File: config.mk
export PLATFORM = sky130hd
export DESIGN_NAME = mba_arbiter
export DESIGN_NICKNAME = d
export VERILOG_FILES = /design/src/logic/mba_pkg.sv /design/src/logic/mba_sync.sv /design/src/logic/mba_arbiter.sv
export SDC_FILE = /design/constraint.sdc
export NUM_CORES = 1
export LEC_CHECK = 0
export ABC_AREA = 1
export BUFFER_PORTS_ARGS = -buffer_cell sky130_fd_sc_hd__buf_2
export CAP_MARGIN = 40
export CORE_UTILIZATION = 45
export DETAILED_ROUTE_END_ITERATION = 8
export HOLD_SLACK_MARGIN = 0.06
export PLACE_DENSITY = 0.73
export SLEW_MARGIN = 20
export SYNTH_ARGS = -nofsm -noshare
export SYNTH_HDL_FRONTEND = slang
export SYNTH_SLANG_ARGS = --single-unit
File: constraint.sdc
create_clock -name aclk -period 2.5 [get_ports aclk]
set_input_delay 0.25 -clock aclk [delete_from_list [all_inputs] [get_ports aclk]]
set_output_delay 0.25 -clock aclk [all_outputs]
set_load 0.02 [all_outputs]
File: src/logic/mba_pkg.sv
package mba_pkg;

  // register byte offsets
  localparam logic [3:0] CTRL_OFFSET   = 4'h0;
  localparam logic [3:0] STATUS_OFFSET = 4'h4;
  localparam logic [3:0] GRANTS_OFFSET = 4'h8;
  localparam int         ADDR_WIDTH    = 4;
  localparam int         DATA_WIDTH    = 32;

  // control register fields
  localparam int CTRL_SW_REQUEST = 0;
  localparam int CTRL_HOLD_OFF   = 1;
  localparam logic [1:0] CTRL_RESET = 2'h0;

  // status register fields
  localparam int STAT_OWNS       = 0;
  localparam int STAT_REQUESTING = 1;
  localparam int STAT_BUSY       = 2;
  localparam int STAT_PRIORITY   = 3;
  localparam int STAT_SHARED_REQ = 4;
  localparam int STAT_INIT       = 5;
  localparam int STAT_WIDTH      = 6;

  localparam logic [15:0] GRANTS_RESET = 16'h0000;

  // axi responses
  localparam logic [1:0] RESP_OKAY   = 2'h0;
  localparam logic [1:0] RESP_SLVERR = 2'h2;

  // synchronised pin positions
  localparam int PIN_BUS_CLK      = 0;
  localparam int PIN_INIT_N       = 1;
  localparam int PIN_PRIORITY_N   = 2;
  localparam int PIN_BUSY_N       = 3;
  localparam int PIN_SHARED_REQ_N = 4;
  localparam int PIN_SELECT       = 5;
  localparam int PIN_LOCAL_STRAP  = 6;
  localparam int PIN_ANY_STRAP    = 7;
  localparam int PIN_HOLD_N       = 8;
  localparam int PIN_LOCK_N       = 9;
  localparam int PIN_CYCLE        = 10;
  localparam int PIN_COUNT        = 11;

  // idle levels of the synchroniser, chosen so that nothing is requested
  localparam logic [10:0] PIN_IDLE = 11'h31E;

  typedef enum logic [1:0] {
    MBA_IDLE,
    MBA_WAIT,
    MBA_OWN
  } mba_state_t;

endpackage

File: src/logic/mba_sync.sv
`timescale 1ns/10ps
module mba_sync #(
  parameter int          WIDTH     = 1,
  parameter logic [10:0] IDLE_LVL  = 11'h000
) (
  input  wire logic             aclk,
  input  wire logic             aresetn,
  input  wire logic [WIDTH-1:0] async_in,
  output logic      [WIDTH-1:0] sync_out
);

  logic [WIDTH-1:0] stage1;
  logic [WIDTH-1:0] next_stage1;
  logic [WIDTH-1:0] next_sync_out;

  // stage1 is read only by the second flop
  genvar i;
  generate
    for (i = 0; i < WIDTH; i++) begin : g_bit
      always_comb begin
        next_stage1[i]   = async_in[i];
        next_sync_out[i] = stage1[i];
      end
      always_ff @(posedge aclk) begin
        if (!aresetn) begin
          stage1[i]   <= IDLE_LVL[i];
          sync_out[i] <= IDLE_LVL[i];
        end else begin
          stage1[i]   <= next_stage1[i];
          sync_out[i] <= next_sync_out[i];
        end
      end
    end
  endgenerate

endmodule

File: src/logic/mba_arbiter.sv
// The implementer's own choices: the register addresses and the AXI4-Lite interface to the registers.
`timescale 1ns/10ps
// Summary of operation
// - float bus drivers unless this master owns bus
// - select input matters only with local strap high
// - local mode: select high requests, low permits surrender
// - shared request means lower-priority arbiter wants bus
// - shared request is wired open-collector, any pulls low
// - owner never pulls shared request low itself
// - on surrender drop request output, release bus
// - shared low, any-strap high: surrender each cycle end
// - init low resets arbiter; nobody owns bus
// - bus signals follow bus clock, not processor
// - request output driven low to request bus
// - priority in low lets bus be taken next falling edge
// - priority in high means priority lost upward
// - priority out feeds next lower arbiter's priority in
// - busy line free: top requester seizes, pulls low
// - lock low forbids any surrender
// - hold low forbids surrender to shared request
// - local strap low ignores select input
module mba_arbiter (
  input  wire logic                             aclk,
  input  wire logic                             aresetn,
  input  wire logic [mba_pkg::ADDR_WIDTH-1:0]   s_axi_awaddr,
  input  wire logic [2:0]                       s_axi_awprot,
  input  wire logic                             s_axi_awvalid,
  output logic                                  s_axi_awready,
  input  wire logic [mba_pkg::DATA_WIDTH-1:0]   s_axi_wdata,
  input  wire logic [3:0]                       s_axi_wstrb,
  input  wire logic                             s_axi_wvalid,
  output logic                                  s_axi_wready,
  output logic [1:0]                            s_axi_bresp,
  output logic                                  s_axi_bvalid,
  input  wire logic                             s_axi_bready,
  input  wire logic [mba_pkg::ADDR_WIDTH-1:0]   s_axi_araddr,
  input  wire logic [2:0]                       s_axi_arprot,
  input  wire logic                             s_axi_arvalid,
  output logic                                  s_axi_arready,
  output logic [mba_pkg::DATA_WIDTH-1:0]        s_axi_rdata,
  output logic [1:0]                            s_axi_rresp,
  output logic                                  s_axi_rvalid,
  input  wire logic                             s_axi_rready,
  input  wire logic                             bus_clk,
  input  wire logic                             init_n,
  input  wire logic                             priority_in_n,
  output logic                                  priority_out_n,
  output logic                                  arb_request_out_n,
  input  wire logic                             busy_n_i,
  output logic                                  busy_n_o,
  output logic                                  busy_n_oe_n,
  input  wire logic                             shared_request_line_n_i,
  output logic                                  shared_request_line_n_o,
  output logic                                  shared_request_line_n_oe_n,
  input  wire logic                             system_or_local_select,
  input  wire logic                             local_bus_strap,
  input  wire logic                             surrender_to_any_strap,
  input  wire logic                             shared_request_hold_n,
  input  wire logic                             lock_n,
  input  wire logic                             proc_cycle_active,
  output logic                                  bus_driver_float
);

  logic [mba_pkg::PIN_COUNT-1:0] pins_raw;
  logic [mba_pkg::PIN_COUNT-1:0] pins;

  assign pins_raw[mba_pkg::PIN_BUS_CLK]      = bus_clk;
  assign pins_raw[mba_pkg::PIN_INIT_N]       = init_n;
  assign pins_raw[mba_pkg::PIN_PRIORITY_N]   = priority_in_n;
  assign pins_raw[mba_pkg::PIN_BUSY_N]       = busy_n_i;
  assign pins_raw[mba_pkg::PIN_SHARED_REQ_N] = shared_request_line_n_i;
  assign pins_raw[mba_pkg::PIN_SELECT]       = system_or_local_select;
  assign pins_raw[mba_pkg::PIN_LOCAL_STRAP]  = local_bus_strap;
  assign pins_raw[mba_pkg::PIN_ANY_STRAP]    = surrender_to_any_strap;
  assign pins_raw[mba_pkg::PIN_HOLD_N]       = shared_request_hold_n;
  assign pins_raw[mba_pkg::PIN_LOCK_N]       = lock_n;
  assign pins_raw[mba_pkg::PIN_CYCLE]        = proc_cycle_active;

  // processor status and all bus lines enter through two flops
  mba_sync #(
    .WIDTH    (mba_pkg::PIN_COUNT),
    .IDLE_LVL (mba_pkg::PIN_IDLE)
  ) u_sync (
    .aclk     (aclk),
    .aresetn  (aresetn),
    .async_in (pins_raw),
    .sync_out (pins)
  );

  logic bclk_prev;
  logic next_bclk_prev;
  logic bclk_fall;

  logic in_init;
  logic prio_have;
  logic busy_seen;
  logic shared_req;
  logic local_mode;
  logic select_sys;
  logic any_strap;
  logic hold_act;
  logic lock_act;
  logic cycle_act;

  always_comb begin
    in_init    = !pins[mba_pkg::PIN_INIT_N];
    prio_have  = !pins[mba_pkg::PIN_PRIORITY_N];
    busy_seen  = !pins[mba_pkg::PIN_BUSY_N];
    shared_req = !pins[mba_pkg::PIN_SHARED_REQ_N];
    local_mode = pins[mba_pkg::PIN_LOCAL_STRAP];
    select_sys = pins[mba_pkg::PIN_SELECT];
    any_strap  = pins[mba_pkg::PIN_ANY_STRAP];
    hold_act   = !pins[mba_pkg::PIN_HOLD_N];
    lock_act   = !pins[mba_pkg::PIN_LOCK_N];
    cycle_act  = pins[mba_pkg::PIN_CYCLE];
  end

  // every bus-side state change except init waits for a falling bus clock edge
  always_comb begin
    next_bclk_prev = pins[mba_pkg::PIN_BUS_CLK];
    bclk_fall      = bclk_prev && !pins[mba_pkg::PIN_BUS_CLK];
  end

  always_ff @(posedge aclk) begin
    if (!aresetn) begin
      bclk_prev <= 1'b0;
    end else begin
      bclk_prev <= next_bclk_prev;
    end
  end

  // control register
  logic [1:0] ctrl;
  logic [1:0] next_ctrl;

  mba_pkg::mba_state_t state;
  mba_pkg::mba_state_t next_state;
  logic [15:0]         grants;
  logic [15:0]         next_grants;
  logic                want;
  logic                surrender;

  always_comb begin
    // strap low leaves select unread; glitches only move the request
    if (local_mode) begin
      want = cycle_act && select_sys;
    end else begin
      want = cycle_act;
    end
    if (ctrl[mba_pkg::CTRL_SW_REQUEST]) begin
      want = 1'b1;
    end
  end

  // surrender only between transfer cycles and never under lock
  always_comb begin
    surrender = 1'b0;
    if (!lock_act && !cycle_act) begin
      if (!prio_have) begin
        surrender = 1'b1;
      end
      if (local_mode && !select_sys) begin
        surrender = 1'b1;
      end
      if (shared_req && !hold_act && (any_strap || !want)) begin
        surrender = 1'b1;
      end
    end
    if (ctrl[mba_pkg::CTRL_HOLD_OFF] && !cycle_act && !lock_act) begin
      surrender = 1'b1;
    end
  end

  always_comb begin
    next_state  = state;
    next_grants = grants;
    if (in_init) begin
      next_state = mba_pkg::MBA_IDLE;
    end else if (bclk_fall) begin
      case (state)
        mba_pkg::MBA_IDLE: begin
          if (want && !ctrl[mba_pkg::CTRL_HOLD_OFF]) begin
            next_state = mba_pkg::MBA_WAIT;
          end
        end
        mba_pkg::MBA_WAIT: begin
          if (!want || ctrl[mba_pkg::CTRL_HOLD_OFF]) begin
            next_state = mba_pkg::MBA_IDLE;
          end else if (prio_have && !busy_seen) begin
            next_state  = mba_pkg::MBA_OWN;
            next_grants = grants + 16'h0001;
          end
        end
        mba_pkg::MBA_OWN: begin
          if (surrender) begin
            next_state = mba_pkg::MBA_IDLE;
          end
        end
        default: begin
          next_state = mba_pkg::MBA_IDLE;
        end
      endcase
    end
  end

  always_ff @(posedge aclk) begin
    if (!aresetn) begin
      state  <= mba_pkg::MBA_IDLE;
      grants <= mba_pkg::GRANTS_RESET;
    end else begin
      state  <= next_state;
      grants <= next_grants;
    end
  end

  // pin drivers, registered on aclk from next state; priority out also follows priority in, three aclk edges later
  logic next_req_n;
  logic next_prio_out_n;
  logic next_busy_oe_n;
  logic next_shared_oe_n;
  logic next_float;

  always_comb begin
    next_req_n       = !(next_state != mba_pkg::MBA_IDLE);
    next_busy_oe_n   = !(next_state == mba_pkg::MBA_OWN);
    next_shared_oe_n = !(next_state == mba_pkg::MBA_WAIT);
    next_prio_out_n  = !((next_state == mba_pkg::MBA_IDLE) && prio_have);
    next_float       = next_state != mba_pkg::MBA_OWN;
  end

  always_ff @(posedge aclk) begin
    if (!aresetn) begin
      arb_request_out_n          <= 1'b1;
      busy_n_oe_n                <= 1'b1;
      shared_request_line_n_oe_n <= 1'b1;
      priority_out_n             <= 1'b1;
      bus_driver_float           <= 1'b1;
    end else begin
      arb_request_out_n          <= next_req_n;
      busy_n_oe_n                <= next_busy_oe_n;
      shared_request_line_n_oe_n <= next_shared_oe_n;
      priority_out_n             <= next_prio_out_n;
      bus_driver_float           <= next_float;
    end
  end

  // wired lines only ever pull low
  assign busy_n_o                = 1'b0;
  assign shared_request_line_n_o = 1'b0;

  // axi4-lite slave: address and data may arrive in either order
  logic                           aw_got;
  logic                           w_got;
  logic [mba_pkg::ADDR_WIDTH-1:0] aw_addr;
  logic [mba_pkg::DATA_WIDTH-1:0] w_data;
  logic [3:0]                     w_strb;
  logic                           next_aw_got;
  logic                           next_w_got;
  logic [mba_pkg::ADDR_WIDTH-1:0] next_aw_addr;
  logic [mba_pkg::DATA_WIDTH-1:0] next_w_data;
  logic [3:0]                     next_w_strb;
  logic                           next_bvalid;
  logic [1:0]                     next_bresp;

  always_comb begin
    s_axi_awready = !aw_got && !s_axi_bvalid;
    s_axi_wready  = !w_got && !s_axi_bvalid;
    next_aw_got   = aw_got;
    next_w_got    = w_got;
    next_aw_addr  = aw_addr;
    next_w_data   = w_data;
    next_w_strb   = w_strb;
    next_bvalid   = s_axi_bvalid;
    next_bresp    = s_axi_bresp;
    next_ctrl     = ctrl;
    if (s_axi_awvalid && s_axi_awready) begin
      next_aw_got  = 1'b1;
      next_aw_addr = s_axi_awaddr;
    end
    if (s_axi_wvalid && s_axi_wready) begin
      next_w_got  = 1'b1;
      next_w_data = s_axi_wdata;
      next_w_strb = s_axi_wstrb;
    end
    if (aw_got && w_got) begin
      next_aw_got = 1'b0;
      next_w_got  = 1'b0;
      next_bvalid = 1'b1;
      next_bresp  = mba_pkg::RESP_SLVERR;
      case (aw_addr)
        mba_pkg::CTRL_OFFSET: begin
          next_bresp = mba_pkg::RESP_OKAY;
          if (w_strb[0]) begin
            next_ctrl = w_data[1:0];
          end
        end
        mba_pkg::STATUS_OFFSET, mba_pkg::GRANTS_OFFSET: begin
          next_bresp = mba_pkg::RESP_OKAY;
        end
        default: begin
          next_bresp = mba_pkg::RESP_SLVERR;
        end
      endcase
    end
    if (s_axi_bvalid && s_axi_bready) begin
      next_bvalid = 1'b0;
    end
  end

  always_ff @(posedge aclk) begin
    if (!aresetn) begin
      aw_got       <= 1'b0;
      w_got        <= 1'b0;
      aw_addr      <= '0;
      w_data       <= '0;
      w_strb       <= 4'h0;
      s_axi_bvalid <= 1'b0;
      s_axi_bresp  <= mba_pkg::RESP_OKAY;
      ctrl         <= mba_pkg::CTRL_RESET;
    end else begin
      aw_got       <= next_aw_got;
      w_got        <= next_w_got;
      aw_addr      <= next_aw_addr;
      w_data       <= next_w_data;
      w_strb       <= next_w_strb;
      s_axi_bvalid <= next_bvalid;
      s_axi_bresp  <= next_bresp;
      ctrl         <= next_ctrl;
    end
  end

  logic [mba_pkg::STAT_WIDTH-1:0] status;
  logic [mba_pkg::DATA_WIDTH-1:0] next_rdata;
  logic [1:0]                     next_rresp;
  logic                           next_rvalid;

  always_comb begin
    status                            = '0;
    status[mba_pkg::STAT_OWNS]        = state == mba_pkg::MBA_OWN;
    status[mba_pkg::STAT_REQUESTING]  = state != mba_pkg::MBA_IDLE;
    status[mba_pkg::STAT_BUSY]        = busy_seen;
    status[mba_pkg::STAT_PRIORITY]    = prio_have;
    status[mba_pkg::STAT_SHARED_REQ]  = shared_req;
    status[mba_pkg::STAT_INIT]        = in_init;
    s_axi_arready = !s_axi_rvalid;
    next_rdata    = s_axi_rdata;
    next_rresp    = s_axi_rresp;
    next_rvalid   = s_axi_rvalid;
    if (s_axi_arvalid && s_axi_arready) begin
      next_rvalid = 1'b1;
      next_rresp  = mba_pkg::RESP_OKAY;
      next_rdata  = '0;
      case (s_axi_araddr)
        mba_pkg::CTRL_OFFSET:   next_rdata[1:0] = ctrl;
        mba_pkg::STATUS_OFFSET: next_rdata[mba_pkg::STAT_WIDTH-1:0] = status;
        mba_pkg::GRANTS_OFFSET: next_rdata[15:0] = grants;
        default: begin
          next_rresp = mba_pkg::RESP_SLVERR;
        end
      endcase
    end else if (s_axi_rvalid && s_axi_rready) begin
      next_rvalid = 1'b0;
    end
  end

  always_ff @(posedge aclk) begin
    if (!aresetn) begin
      s_axi_rvalid <= 1'b0;
      s_axi_rresp  <= mba_pkg::RESP_OKAY;
      s_axi_rdata  <= '0;
    end else begin
      s_axi_rvalid <= next_rvalid;
      s_axi_rresp  <= next_rresp;
      s_axi_rdata  <= next_rdata;
    end
  end

endmodule

==> results.toml <==
[grt]
grt_antenna_before_repair = 0
grt_first_pass_wirelength_um = 10400
grt_start_max_net_pins = 43
gr-usage-all-layers_pct = 17.8
vias_in_the_first_global_route = 2467
grt-ovfl-total = 0

[finish]
antennaDiodeCount = 0
nFillCells = 662
stdcell_area_mm2 = 0.00368
num-nets-final = 543
syn_to_final_growth_pct = 15.5
multi_input_gate_area_in_the_final_layout_mm2 = 0.00132
fin_cells = 575
regArea_mm2 = 0.00152
layout-drive-gt1-share_pct = 20.5

[floorplan]
floorplan.initialDensity_pct = 46.7
std_cell_rows = 30
core-area_mm2 = 0.00683
floorplan.die.width_um = 86.2
io_pins = 116
chipHeight_um = 86.2
fp.dieArea_mm2 = 0.00743

[power]
switching_share_pct = 26.4
p_clk_share_pct = 35.9
share_seq_of_total_power_pct = 53.9
total_leakage_power_nw = 1.63
cellPowerDensity_mw_per_mm2 = 651
internal_power_mw = 1.76
ir_drop_uv = 465
power.switching_mw = 0.633
share_comb_of_total_power_pct = 10.2

[clock_tree]
cts.repair.resized = 0
cts-htree-levels = 3
ctsLongestPathBuffers = 2
clock_tree.root_cell = "clkbuf_8"
number_of_buffers_created_by_cts = 9
clock_sink_count = 76
cts.reportedPaths.clkPinSlew_ns = 0.08
worstSkewPairLatency_ns = 0.35
clock_tree_from_tritoncts = "yes"

[route]
drt_pre_antenna_iters = 4
vias = 2683
routed_wl_um = 6160
route.antenna.remaining_nets = 0
vias_per_cell = 4.67
wl_per_cell_um = 10.7
drc_errors = 0
first_iter_violations = 112

[sta]
slew_viol_final = 0
final_hold_viol_count = 0
timing.max_slew.rel_slack_pct = 62.8
max_clock_freq_mhz = 621
worst_pin_slew_ns = 0.557
final-setup-viol-count = 0
fin_worst_skew_ns = 0.00965
rsz0062_at_grt = "false"
worst_hold_margin_ns = 0.0836
period_share_pct = 64.4
setup_total_negative_slack_ns = 0
finalWorstPathRequiredPeriod_ns = 1.61

[logic_synthesis]
synth.ff_latch_count = 76
synth_enable_flop_cells = 0
synth_area_per_cell_um2 = 7.65
synth-adder-area-share_pct = 0.392
post_synth_mux_area_share_pct = 0
synth.cell_area_mm2 = 0.00319
yosys.area_share.xor_xnor_pct = 2.47
synthDominantAreaCellType = "dfxtp_1"
synth_largest_type_area_fraction_pct = 47.7
yosys-top-cells-count = "nand2_1 (78), dfxtp_1 (76), inv_1 (51)"
yosysUniqueCellTypes = 34
synth.area.top_cells = "dfxtp_1 (48%), nand2_1 (9.2%), inv_1 (6.0%)"
synth_compound_gate_area_share_pct = 12.6
synth-warning-count = 0
synthCells = 417
synth_simple_gate_area_share_pct = 23.7
main_combinational_cell_family_by_area_after_synthesis = "simple AND/OR/NAND/NOR gates"
share_of_synthesized_flip_flops_with_an_asynchronous_set_or_reset_pct = 0
postSynth.topFlopCell = "dfxtp_1"
synth_sequential_area_ratio_pct = 47.7
top_count_cell_post_synth = "nand2_1"

[critical_path]
worstSetupStartpointType = "flop"
cpPeakStageDelay_ns = 0.31
crit_family = "simple AND/OR/NAND/NOR gates"
path_buf_inv = 1
worst-setup-path-type = "flop to flop"
worstPathArrival_ns = 1.86
cp_slowest_cell = "dfxtp_1"
cp_common_cell = "nand2_1"
critical_path.max_fanout = 18
cp_cell_sequence = "inv_1, nand2_1, nand2_1, nand2_1, nand2_1, nor2_2, nand3_4, nor2_1, nand4_1, nand2_1, nor2_1"
crit_path_end_kind = "flop"
timing.critical_path.required_ns = 2.75

[placement]
place_inst = 557
place_congestion = 0.946
place_hpwl_um = 4470
placement.cell_area_mm2 = 0.00347
io_buffers = 56

[worst_hold_path]
min_path_type = "primary input to flop"

[flow_run]
maxCapViolCount = 0

[run_status]
status = "finished, final reports clean"
==> routing by layer <==
layer  wire length (µm)  vias up  global-route usage [%]
met3                247       10                    4.29
met1               2780     1209                    19.9
met2               3030       73                    31.5
met4                104        0                    8.64
met5                  0        -                       0
li1                   -     1391                       -
==> worst register-to-register path, stage by stage (launching register included) <==
cell and delay, ns:
dfxtp_1 0.31, inv_1 0.03, nand2_1 0.07, nand2_1 0.06, nand2_1 0.09, nand2_1 0.09
nor2_2 0.15, nand3_4 0.23, nor2_1 0.25, nand4_1 0.11, nand2_1 0.08, nor2_1 0.05
==> power by group through the flow <==
stage | sequential (mW) | combinational [mW] | clock (mW)
detailed placement | 1.32 | 0.242 | 0
global placement | 1.32 | 0.237 | 0
global route | 1.30 | 0.274 | 0.938
floorplan | 1.34 | 0.166 | 0
CTS | 1.29 | 0.245 | 0.892
finish | 1.29 | 0.244 | 0.860
==> cell families after synthesis <==
| family | after synthesis |
|---|---|
| xor gates and xnor gates | 9 |
| and+or+nand+nor | 167 |
| adders and majority gates | 1 |
| buffers and inverters | 88 |
| AOI/OAI and AO/OA | 75 |
| other | 1 |
| DFF | 76 |
==> cells in the final DEF (no fill, tap or decap), types with 2 or more instances in the layout <==
master	synthesis	routed
xnor2_1	4	4
nor3_2	2	2
a211oi_1	2	2
clkinv_2	0	2
buf_2	3	56
nand4_1	7	7
conb_1	1	20
xor2_1	5	5
clkbuf_8	0	11
dfxtp_1	76	76
a31oi_1	2	2
o221ai_1	2	2
buf_4	21	4
nor2_1	40	40
inv_1	51	51
a21oi_1	33	33
nand2_1	78	78
nor3_1	13	13
o21ai_0	33	33
or2_2	12	12
dlygate4sd3_1	0	2
nand3_1	9	9
==> cell type report <==
class,count,share of cell area [%]
Clock buffer,11,4.11
Inverter,53,5.40
Clock inverter,5,0.952
Timing Repair Buffer,62,8.97
Tap cell,96,3.26
Multi-Input combinational cell,272,36.0
Sequential cell,76,41.3
==> registers in the layout (all words and copies together) (netlist names) <==
| signal | cells |
|---|---|
| bclk_prev | 1 |
| u_sync.sync_out | 11 |
| w_strb | 1 |
| u_sync.next_sync_out | 11 |
| s_axi_rdata | 16 |
| shared_request_line_n_oe_n | 1 |
| s_axi_rvalid | 1 |
| s_axi_bresp | 1 |
| aw_got | 1 |
| s_axi_bvalid | 1 |
| state | 2 |
| priority_out_n | 1 |
| grants | 16 |
| w_data | 2 |
| ctrl | 2 |
| w_got | 1 |
| busy_n_oe_n | 1 |
| arb_request_out_n | 1 |
| aw_addr | 4 |
| s_axi_rresp | 1 |
==> metrics by stage <==
stage	setup WS, ns	power (mW)	utilization, %
floorplan	1.06	1.51	-
global placement	0.912	1.56	50.9
detailed placement	0.854	1.56	50.9
CTS	0.900	2.43	53.9
global route	0.699	2.51	53.9
finish	0.890	2.40	53.9
==> path summary, 6_finish.rpt <==
check / end / cells after the start / slack (ns) / startpoint
setup / recovery: grants[4] / 11 / 0.89 / u_sync.sync_out[5]
hold / removal: u_sync.next_sync_out[0] / 3 / 0.08 / bus_clk
setup reg to reg: grants[4] / 11 / 0.89 / u_sync.sync_out[5]
hold reg to reg: u_sync.sync_out[4] / 1 / 0.42 / u_sync.next_sync_out[4]
==> repair_timing <==
item,in CTS,in global routing
endpoints found under the hold margin,2,0
hold buffers,2,0
buffers inserted,0,0
(Power assumes the default switching activity.)
